File: src/hw/fnd_defines.svh
`ifndef FND_DEFINES_SVH
`define FND_DEFINES_SVH

// --------------------------------------------------------------------
// Serial word layout
// --------------------------------------------------------------------
`define FND_WORD_W      24
`define FND_DATA_W      16
`define FND_ADDR_HI     23
`define FND_ADDR_LO     16
`define FND_RD_BIT      23
`define FND_IDX_HI      18
`define FND_UNMAP_LO    19
`define FND_UNMAP_HI    22
`define FND_NREG        8
`define FND_HDR_BITS    5'd8
`define FND_FULL_BITS   5'd24
`define FND_CNT_MAX     5'd31
`define FND_RST_WORD    16'h0000

// --------------------------------------------------------------------
// Register indices
// --------------------------------------------------------------------
`define FND_REG_INT     3'h0
`define FND_REG_P1_LO   3'h1
`define FND_REG_P1_HI   3'h2
`define FND_REG_AUXNUM  3'h3
`define FND_REG_AUXDEN  3'h4
`define FND_REG_REFCFG  3'h5
`define FND_REG_OUTCFG  3'h6

// --------------------------------------------------------------------
// Field positions and widths
// --------------------------------------------------------------------
`define FND_P1_W        25
`define FND_P1_HI_W     9
`define FND_AUX_W       14
`define FND_RCNT_W      10
`define FND_DBL_BIT     10
`define FND_HALF_BIT    11
`define FND_RFSEL_LSB   0
`define FND_RFSEL_MSB   2
`define FND_MON_LSB     3
`define FND_MON_MSB     4
`define FND_RB_EN_BIT   5
`define FND_FALL_BIT    6

// --------------------------------------------------------------------
// Synchronised pin slots and feedback divider width
// --------------------------------------------------------------------
`define FND_S_SCLK      0
`define FND_S_SDIO      1
`define FND_S_CSN       2
`define FND_S_REF       3
`define FND_S_RFS       4
`define FND_S_DLD       5
`define FND_S_ALD       6
`define FND_NSYNC       7
`define FND_NDIV_W      17

`endif

File: src/hw/fnd_pkg.sv
`include "fnd_defines.svh"

package fnd_pkg;

  // ------------------------------------------------------------------
  // Monitor pin source
  // ------------------------------------------------------------------
  typedef enum logic [1:0] {
    FND_MON_DLD = 2'h0,
    FND_MON_ALD = 2'h1,
    FND_MON_RF  = 2'h2,
    FND_MON_REF = 2'h3
  } fnd_mon_t;

  // ------------------------------------------------------------------
  // Whole state of the control block
  // ------------------------------------------------------------------
  typedef struct packed {
    logic [2:0][`FND_NSYNC-1:0]              sy;
    logic [`FND_NSYNC-1:0]                   flt;
    logic [`FND_WORD_W-1:0]                  shreg;
    logic [4:0]                              bitcnt;
    logic [`FND_NREG-1:0][`FND_DATA_W-1:0]   regs;
    logic [`FND_DATA_W-1:0]                  rb;
    logic                                    rb_act;
    logic [`FND_RCNT_W-1:0]                  ref_cnt;
    logic                                    ref_half;
    logic [`FND_P1_W-1:0]                    acc1;
    logic [`FND_AUX_W-1:0]                   acc2;
    logic [`FND_NDIV_W-1:0]                  ndiv;
    logic                                    pfd_tick;
    logic                                    ref_tgl;
    logic                                    mon;
  } fnd_state_t;

endpackage : fnd_pkg

File: src/hw/fnd_ctrl.sv
`timescale 1ns/1ps
`include "fnd_defines.svh"

// Operation
// - Shift serial data into 24-bit register on the chosen clock edge.
// - On load strobe rising, copy shifted data into addressed register.
// - Monitor pin selects digital lock, analog lock, scaled RF or ref.
// - In four-wire mode, register contents are driven out on monitor.
// - Output equals pfd times (int plus fraction over modulus) over divider.
// - Primary modulus is fixed at 2^25, never programmable.
// - Pfd equals reference times (1+doubler) over counter times (1+halve).
// - Halving bit set divides reference path by a further two.
// - Feedback ratio taken before output divider, oscillator over pfd.
module fnd_ctrl
  import fnd_pkg::*;
(
  input  wire logic                    mclk_i,
  input  wire logic                    rst_i,
  input  wire logic                    sclk_i,
  input  wire logic                    sdio_i,
  input  wire logic                    cs_n_i,
  input  wire logic                    reference_clock_in_i,
  input  wire logic                    rf_scaled_i,
  input  wire logic                    dig_lock_i,
  input  wire logic                    ana_lock_i,
  output logic                         monitor_pin_o,
  output logic                         pfd_tick_o,
  output logic [`FND_NDIV_W-1:0]       feedback_div_o,
  output logic [2:0]                   rf_div_sel_o
);

  fnd_state_t st_r;
  fnd_state_t st_nxt;

  // ------------------------------------------------------------------
  // Helpers
  // ------------------------------------------------------------------
  function automatic logic rose(input logic cur, input logic prev);
    return cur & ~prev;
  endfunction : rose

  function automatic logic fell(input logic cur, input logic prev);
    return ~cur & prev;
  endfunction : fell

  logic [`FND_NSYNC-1:0] pins;
  assign pins = {ana_lock_i, dig_lock_i, rf_scaled_i, reference_clock_in_i,
                 cs_n_i, sdio_i, sclk_i};

  // ------------------------------------------------------------------
  // Next state
  // ------------------------------------------------------------------
  always_comb
  begin
    logic                       smp;
    logic                       ref_edge;
    logic                       cs_rise;
    logic                       rd_req;
    logic [`FND_DATA_W-1:0]     cfg_ref;
    logic [`FND_DATA_W-1:0]     cfg_out;
    logic [`FND_RCNT_W-1:0]     rlim;
    logic [`FND_AUX_W:0]        s2;
    logic                       c2;
    logic [`FND_P1_W:0]         s1;
    logic [`FND_P1_W-1:0]       primary_numerator;
    logic [`FND_AUX_W-1:0]      fnum2;
    logic [`FND_AUX_W-1:0]      fden2;
    smp      = 1'b0;
    ref_edge = 1'b0;
    cs_rise  = 1'b0;
    rd_req   = 1'b0;
    s2       = '0;
    c2       = 1'b0;
    s1       = '0;
    st_nxt   = st_r;
    cfg_ref  = st_r.regs[`FND_REG_REFCFG];
    cfg_out  = st_r.regs[`FND_REG_OUTCFG];
    rlim     = cfg_ref[`FND_RCNT_W-1:0];
    primary_numerator    = {st_r.regs[`FND_REG_P1_HI][`FND_P1_HI_W-1:0],
                st_r.regs[`FND_REG_P1_LO]};
    fnum2    = st_r.regs[`FND_REG_AUXNUM][`FND_AUX_W-1:0];
    fden2    = st_r.regs[`FND_REG_AUXDEN][`FND_AUX_W-1:0];

    // Three-stage pin sync; a change counts once stages 2 and 3 agree
    st_nxt.sy[0] = pins;
    st_nxt.sy[1] = st_r.sy[0];
    st_nxt.sy[2] = st_r.sy[1];
    for (int i = 0; i < `FND_NSYNC; i++)
    begin
      if (st_r.sy[1][i] == st_r.sy[2][i])
      begin
        st_nxt.flt[i] = st_r.sy[2][i];
      end
    end

    smp = cfg_out[`FND_FALL_BIT]
        ? fell(st_nxt.flt[`FND_S_SCLK], st_r.flt[`FND_S_SCLK])
        : rose(st_nxt.flt[`FND_S_SCLK], st_r.flt[`FND_S_SCLK]);
    cs_rise = rose(st_nxt.flt[`FND_S_CSN], st_r.flt[`FND_S_CSN]);

    // ------------------------------------------------------------------
    // Serial port
    // ------------------------------------------------------------------
    if (st_r.flt[`FND_S_CSN])
    begin
      st_nxt.bitcnt = '0;
      st_nxt.rb_act = 1'b0;
    end
    else if (smp)
    begin
      st_nxt.shreg  = {st_r.shreg[`FND_WORD_W-2:0], st_r.flt[`FND_S_SDIO]};
      if (st_r.bitcnt != `FND_CNT_MAX)
      begin
        st_nxt.bitcnt = st_r.bitcnt + 5'd1;
      end
      st_nxt.rb = {st_r.rb[`FND_DATA_W-2:0], 1'b0};
      // load readback word after the address byte
      if (st_nxt.bitcnt == `FND_HDR_BITS && cfg_out[`FND_RB_EN_BIT] &&
          st_nxt.shreg[`FND_HDR_BITS-5'd1])
      begin
        st_nxt.rb     = st_r.regs[st_nxt.shreg[`FND_IDX_HI-`FND_ADDR_LO:0]];
        st_nxt.rb_act = 1'b1;
      end
    end

    // load strobe release writes the addressed register
    rd_req = st_r.shreg[`FND_RD_BIT];
    if (cs_rise && st_r.bitcnt == `FND_FULL_BITS && !rd_req &&
        st_r.shreg[`FND_UNMAP_HI:`FND_UNMAP_LO] == '0)
    begin
      st_nxt.regs[st_r.shreg[`FND_IDX_HI:`FND_ADDR_LO]] =
        st_r.shreg[`FND_DATA_W-1:0];
    end

    // ------------------------------------------------------------------
    // Reference path
    // ------------------------------------------------------------------
    // doubler counts both reference edges
    ref_edge = cfg_ref[`FND_DBL_BIT]
             ? (st_nxt.flt[`FND_S_REF] ^ st_r.flt[`FND_S_REF])
             : rose(st_nxt.flt[`FND_S_REF], st_r.flt[`FND_S_REF]);
    st_nxt.pfd_tick = 1'b0;
    if (ref_edge)
    begin
      // divide by reference counter, zero taken as one
      if (st_r.ref_cnt + 10'd1 >= rlim)
      begin
        st_nxt.ref_cnt  = '0;
        st_nxt.ref_half = ~st_r.ref_half;
        // halving passes every second terminal count
        if (!cfg_ref[`FND_HALF_BIT] || st_r.ref_half)
        begin
          st_nxt.pfd_tick = 1'b1;
        end
      end
      else
      begin
        st_nxt.ref_cnt = st_r.ref_cnt + 10'd1;
      end
    end

    // ------------------------------------------------------------------
    // Fractional feedback divider
    // ------------------------------------------------------------------
    if (st_nxt.pfd_tick)
    begin
      st_nxt.ref_tgl = ~st_r.ref_tgl;
      // auxiliary numerator over auxiliary modulus feeds the carry
      s2 = {1'b0, st_r.acc2} + {1'b0, fnum2};
      if (fden2 != '0 && s2 >= {1'b0, fden2})
      begin
        c2 = 1'b1;
        s2 = s2 - {1'b0, fden2};
      end
      st_nxt.acc2 = s2[`FND_AUX_W-1:0];
      s1 = {1'b0, st_r.acc1} + {1'b0, primary_numerator} + {{`FND_P1_W{1'b0}}, c2};
      st_nxt.acc1 = s1[`FND_P1_W-1:0];
      // ratio applies to oscillator before output divider
      st_nxt.ndiv = {1'b0, st_r.regs[`FND_REG_INT]} +
                    {{(`FND_NDIV_W-1){1'b0}}, s1[`FND_P1_W]};
    end

    // ------------------------------------------------------------------
    // Monitor pin
    // ------------------------------------------------------------------
    // readback overrides the monitor source
    if (st_nxt.rb_act)
    begin
      st_nxt.mon = st_nxt.rb[`FND_DATA_W-1];
    end
    else
    begin
      case (fnd_mon_t'(cfg_out[`FND_MON_MSB:`FND_MON_LSB]))
        FND_MON_DLD: st_nxt.mon = st_nxt.flt[`FND_S_DLD];
        FND_MON_ALD: st_nxt.mon = st_nxt.flt[`FND_S_ALD];
        FND_MON_RF:  st_nxt.mon = st_nxt.flt[`FND_S_RFS];
        FND_MON_REF: st_nxt.mon = st_nxt.ref_tgl;
        default:     st_nxt.mon = 1'b0;
      endcase
    end
  end

  // ------------------------------------------------------------------
  // State register
  // ------------------------------------------------------------------
  always_ff @(posedge mclk_i or posedge rst_i)
  begin
    if (rst_i)
    begin
      st_r                   <= '0;
      // Strobe idles high, so no false release follows reset
      st_r.sy[0][`FND_S_CSN] <= 1'b1;
      st_r.sy[1][`FND_S_CSN] <= 1'b1;
      st_r.sy[2][`FND_S_CSN] <= 1'b1;
      st_r.flt[`FND_S_CSN]   <= 1'b1;
    end
    else
    begin
      st_r <= st_nxt;
    end
  end

  assign monitor_pin_o  = st_r.mon;
  assign pfd_tick_o     = st_r.pfd_tick;
  assign feedback_div_o = st_r.ndiv;
  assign rf_div_sel_o   =
    st_r.regs[`FND_REG_OUTCFG][`FND_RFSEL_MSB:`FND_RFSEL_LSB];

endmodule : fnd_ctrl

File: config.mk
export PLATFORM = sky130hd
export DESIGN_NAME = fnd_ctrl
export DESIGN_NICKNAME = d
export VERILOG_FILES = /design/src/hw/fnd_pkg.sv /design/src/hw/fnd_ctrl.sv
export VERILOG_INCLUDE_DIRS = /design/src /design/src/hw
export SDC_FILE = /design/constraint.sdc
export NUM_CORES = 1
export LEC_CHECK = 0
export BUFFER_PORTS_ARGS = -buffer_cell sky130_fd_sc_hd__clkbuf_2
export CAP_MARGIN = 20
export CORE_MARGIN = 5
export CORE_UTILIZATION = 40
export DETAILED_ROUTE_END_ITERATION = 6
export GPL_TIMING_DRIVEN = 0
export PLACE_DENSITY_LB_ADDON = 0.3
export SETUP_SLACK_MARGIN = 0.4
export SKIP_CTS_REPAIR_TIMING = 1
export SLEW_MARGIN = 20
export SYNTH_ARGS = -nofsm -noshare
export SYNTH_HDL_FRONTEND = slang
export SYNTH_SLANG_ARGS = --single-unit
File: constraint.sdc
create_clock -name mclk_i -period 8.85 [get_ports mclk_i]
set_input_delay 1.3275 -clock mclk_i [delete_from_list [all_inputs] [get_ports mclk_i]]
set_output_delay 1.3275 -clock mclk_i [all_outputs]
set_load 0.02 [all_outputs]
==> flow_summary.rst <==
.. list-table::
   :header-rows: 1

   * - Metric
     - Value
   * - Status
     - completed
   * - Final Hold Fails
     - 0
   * - Clock input transition at the sequential cells of the worst setup and hold paths
     - 60 ps
   * - Most common cell after layout, fill and taps aside
     - sky130_fd_sc_hd__dfrtp_1
   * - Combinational cell fraction of total power
     - 7.5%
   * - Count of input and output buffers
     - 30
   * - Synthesis warning total
     - 0
   * - Final setup violation count
     - 0
   * - Category of the critical setup timing path
     - flop to flop
   * - TritonRoute pass-1 iters
     - 5
   * - Sum Neg Setup Slack
     - 0 ps
   * - Number of cells traversed by the worst register-to-register path
     - 32
   * - Critical register-to-register path startpoint
     - st_r[135]$_DFFE_PP0P_
   * - Half-perimeter wire length of the detailed placement result
     - 27120 µm
   * - Crit-path max cell delay
     - 440 ps
   * - Largest net degree at the start of global routing
     - 35
   * - Summed instance area of the synthesized netlist
     - 0.01451 mm²
   * - Number of nets in the final layout
     - 1495
   * - Final period demand of the worst path
     - 7376 ps
   * - Post-route antenna net violation count
     - 0
   * - Depth of the CTS H-tree
     - 2
   * - Via-to-Cell Ratio
     - 5.406
   * - Sequential share of power
     - 44.8%
   * - Via count of the first global-routing pass
     - 10190
   * - Synthesized instance count
     - 1338
   * - Lkg Pwr
     - 7.896 nW
   * - Number of buffers between clock root and the deepest sink
     - 3
   * - Wire length per cell after detailed routing
     - 18.67 µm
   * - Max Slew Vio Count
     - 0
   * - Placeable core area
     - 0.03566 mm²
   * - Number of clock buffers inserted by TritonCTS
     - 34
   * - Slew HR
     - 43.16%
   * - Period utilisation layout
     - 83.35%
   * - Antenna violations before repair
     - 0
   * - Starting utilization of the core area
     - 40.69%
   * - Worst min-delay path class
     - flop to flop
   * - Number of clock sinks
     - 272
   * - RSZ-0062 raised after global routing
     - false
   * - Layout cells sized above 1
     - 17.94%
   * - Crit start category
     - flop
   * - Gpl congestion
     - 0.8473
   * - Power density normalized to cell area
     - 172.3 mW/mm²
   * - IR Drop Worst-Case VDD
     - 0.1604 mV
   * - Number of ports placed on the die boundary
     - 31
   * - Async set-reset flop share out of synthesis
     - 100.0%
   * - Worst clock skew
     - 26.36 ps
   * - Utilization of the core after routing
     - 46.45%
   * - Launch point of the critical path
     - st_r[135]$_DFFE_PP0P_
   * - Die Footprint
     - 0.04018 mm²
   * - EDFF count, synth
     - 0
   * - Die extent in y
     - 200.4 µm
   * - Post-placement setup slack
     - 1562 ps
   * - Count of cell types in the netlist
     - 72
   * - Drt drc
     - 0
   * - Slack of the critical path
     - 1474 ps
   * - TritonCTS clock tree
     - done
   * - Highest net fanout along the worst path
     - 10
   * - Standard cell with the maximum stage delay on the critical path
     - sky130_fd_sc_hd__dfrtp_1
   * - Post-route design area
     - 0.01656 mm²
   * - Iter 0 DRT Violations
     - 450
   * - Clock network latency to the later pin of the worst-skew pair
     - 530 ps
   * - Commonest cells after routing, fill and taps aside
     - sky130_fd_sc_hd__dfrtp_1 (268), sky130_fd_sc_hd__nand2_1 (216), sky130_fd_sc_hd__o21ai_1 (78), sky130_fd_sc_hd__mux2_2 (77), sky130_fd_sc_hd__ha_1 (68)
   * - Count of antenna diodes in the layout
     - 0
   * - Worst setup endpoint
     - feedback_div_o[14]$_DFFE_PP0P_
   * - Power spent charging and discharging nets
     - 0.6969 mW
   * - R2r endpoint
     - feedback_div_o[14]$_DFFE_PP0P_
   * - Area growth from synthesis to layout
     - 14.17%
   * - Global Route Usage Sum
     - 17.88%
   * - Via count
     - 10270
   * - Relative contribution of the clock network to total power
     - 47.7%
   * - Post-DP Area
     - 0.01546 mm²
   * - Register area share after synthesis
     - 46.95%
   * - Fill cell count
     - 3271
   * - Arr. time, crit path
     - 7750 ps
   * - Max frequency
     - 135.6 MHz
   * - Post-Syn Nets
     - 1419
   * - Std-Cell Rows
     - 69
   * - Total of flip-flops plus latches after synthesis
     - 272
   * - Leftover overflow at the end of global routing
     - 0
   * - Count of max-cap constraint violations
     - 0
   * - Synthesized area per cell
     - 10.84 µm²
   * - Prevailing post-synth register cell
     - sky130_fd_sc_hd__dfrtp_1
   * - Buffer cell driving the clock tree root
     - sky130_fd_sc_hd__clkbuf_16
   * - First-pass GRT wire length
     - 58000 µm
   * - Aggregate routed wire length
     - 35460 µm
   * - Register-to-Register Setup Slack
     - 1470 ps
   * - Slew @ Worst Pin
     - 852.5 ps
   * - Internal Dissipation
     - 2.156 mW
   * - Required time at the endpoint of the critical path
     - 9230 ps
   * - Switching power as a share of total power
     - 24.43%
   * - Critical Path Sink Type
     - flop
   * - Die width
     - 200.4 µm
[state kept, by name, indices dropped and copies added (netlist names)]
name	flops
st_r	236
feedback_div_o	17
st_nxt	14
rf_div_sel_o	3
monitor_pin_o	1
pfd_tick_o	1
[worst max-delay path: cells and delay by family (launching register included)]
kind	cells	cell delay (ps)
xor+xnor	2	370
buf+inv	3	370
fa+ha+maj	5	1680
flops	1	440
simple gates	5	560
compound gates	17	3740
[worst min-delay path by stage]
stage                               start                     to  slack [ps]  cells after the start
global placement    st_nxt[264]$_DFF_PP0_  st_nxt[271]$_DFF_PP0_         330                      0
floorplan           st_nxt[258]$_DFF_PP0_  st_nxt[265]$_DFF_PP0_         330                      0
CTS                 st_nxt[258]$_DFF_PP0_  st_nxt[265]$_DFF_PP0_         350                      0
global route        st_nxt[258]$_DFF_PP0_  st_nxt[265]$_DFF_PP0_         350                      0
finish              st_nxt[258]$_DFF_PP0_  st_nxt[265]$_DFF_PP0_         340                      0
detailed placement  st_nxt[262]$_DFF_PP0_  st_nxt[269]$_DFF_PP0_         330                      0
[cell type report]
type | count | area [µm²] | share of cell area (%)
clock buffer | 48 | 964.7 | 5.824
timing repair buffer | 40 | 372.9 | 2.251
clock inverter | 12 | 137.6 | 0.8309
buffer | 89 | 447.9 | 2.704
tap | 461 | 576.8 | 3.482
multi-input combinational | 934 | 7087 | 42.79
inverter | 43 | 165.2 | 0.9971
sequential | 272 | 6812 | 41.12
[layer usage]
layer / wire length [µm] / up-vias / GRT usage [%]
met3: 1523 / 55 / 2.892
met2: 16180 / 198 / 28.22
li1: - / 4892 / -
met1: 16530 / 5121 / 25.17
met4: 1218 / 0 / 6.342
met5: 0 / - / 0
[through the flow]
stage | total power, mW | hold slack, ps | instances
after floorplan | 1.435 | 331.2 | 1338
after global placement | 1.505 | 332.2 | 1829
final | 2.853 | 344.8 | 1899
after CTS | 2.898 | 347.6 | 1899
after detailed placement | 1.517 | 334.7 | 1839
after global routing | 2.968 | 353.4 | 1899
[cell usage after synthesis (4+ instances only)]
cell type                  count  area, µm²
sky130_fd_sc_hd__mux2_1       45      506.7
sky130_fd_sc_hd__nand2b_1      6      37.54
sky130_fd_sc_hd__clkbuf_2      6      30.03
sky130_fd_sc_hd__nand3_1      23      115.1
sky130_fd_sc_hd__fa_1          4      80.08
sky130_fd_sc_hd__and3_1       15      93.84
sky130_fd_sc_hd__o21ai_1      78      390.4
sky130_fd_sc_hd__nor2_1       43      161.4
sky130_fd_sc_hd__a211oi_1     10      75.07
sky130_fd_sc_hd__mux2_2       77      867.1
sky130_fd_sc_hd__o21ai_0      44      220.2
sky130_fd_sc_hd__nor3_1       16      80.08
sky130_fd_sc_hd__buf_4        20      150.1
sky130_fd_sc_hd__mux2i_1      32      320.3
sky130_fd_sc_hd__nand4_1      10      62.56
sky130_fd_sc_hd__maj3_1        6      60.06
sky130_fd_sc_hd__buf_2        13      65.06
sky130_fd_sc_hd__nor2b_1       6      37.54
sky130_fd_sc_hd__dfstp_2       4      105.1
sky130_fd_sc_hd__dfrtp_1     268       6706
sky130_fd_sc_hd__nand2_1     216      810.8
sky130_fd_sc_hd__a21o_1       19      142.6
sky130_fd_sc_hd__nand3b_1      4      30.03
sky130_fd_sc_hd__clkbuf_1     46      172.7
sky130_fd_sc_hd__a21oi_1      31      155.2
sky130_fd_sc_hd__o31ai_1       4      30.03
sky130_fd_sc_hd__a31oi_1       8      50.05
sky130_fd_sc_hd__mux4_2       32      720.7
sky130_fd_sc_hd__inv_1        42      157.7
sky130_fd_sc_hd__ha_1         68      850.8
sky130_fd_sc_hd__nor4_1        5      31.28
sky130_fd_sc_hd__xor2_1       36      315.3
sky130_fd_sc_hd__o21a_1       10      75.07
sky130_fd_sc_hd__xnor2_1      31      271.5
[power by group through the flow]
| stage | Combinational [mW] | Sequential (mW) | Clock, mW |
|---|---|---|---|
| after global placement | 0.204 | 1.30 | 0 |
| after CTS | 0.217 | 1.28 | 1.40 |
| after floorplan | 0.136 | 1.30 | 0 |
| after detailed placement | 0.216 | 1.30 | 0 |
| final | 0.214 | 1.28 | 1.36 |
| after global routing | 0.234 | 1.28 | 1.45 |
[kinds of logic after synthesis]
group | Yosys count | synth area share (%)
xor+xnor | 67 | 4.045
simple gates | 363 | 11.11
buf+inv | 132 | 4.200
fa+ha+maj | 78 | 6.831
flops | 272 | 46.95
mux | 186 | 16.65
compound gates | 240 | 10.22
(Power assumes the default switching activity.)
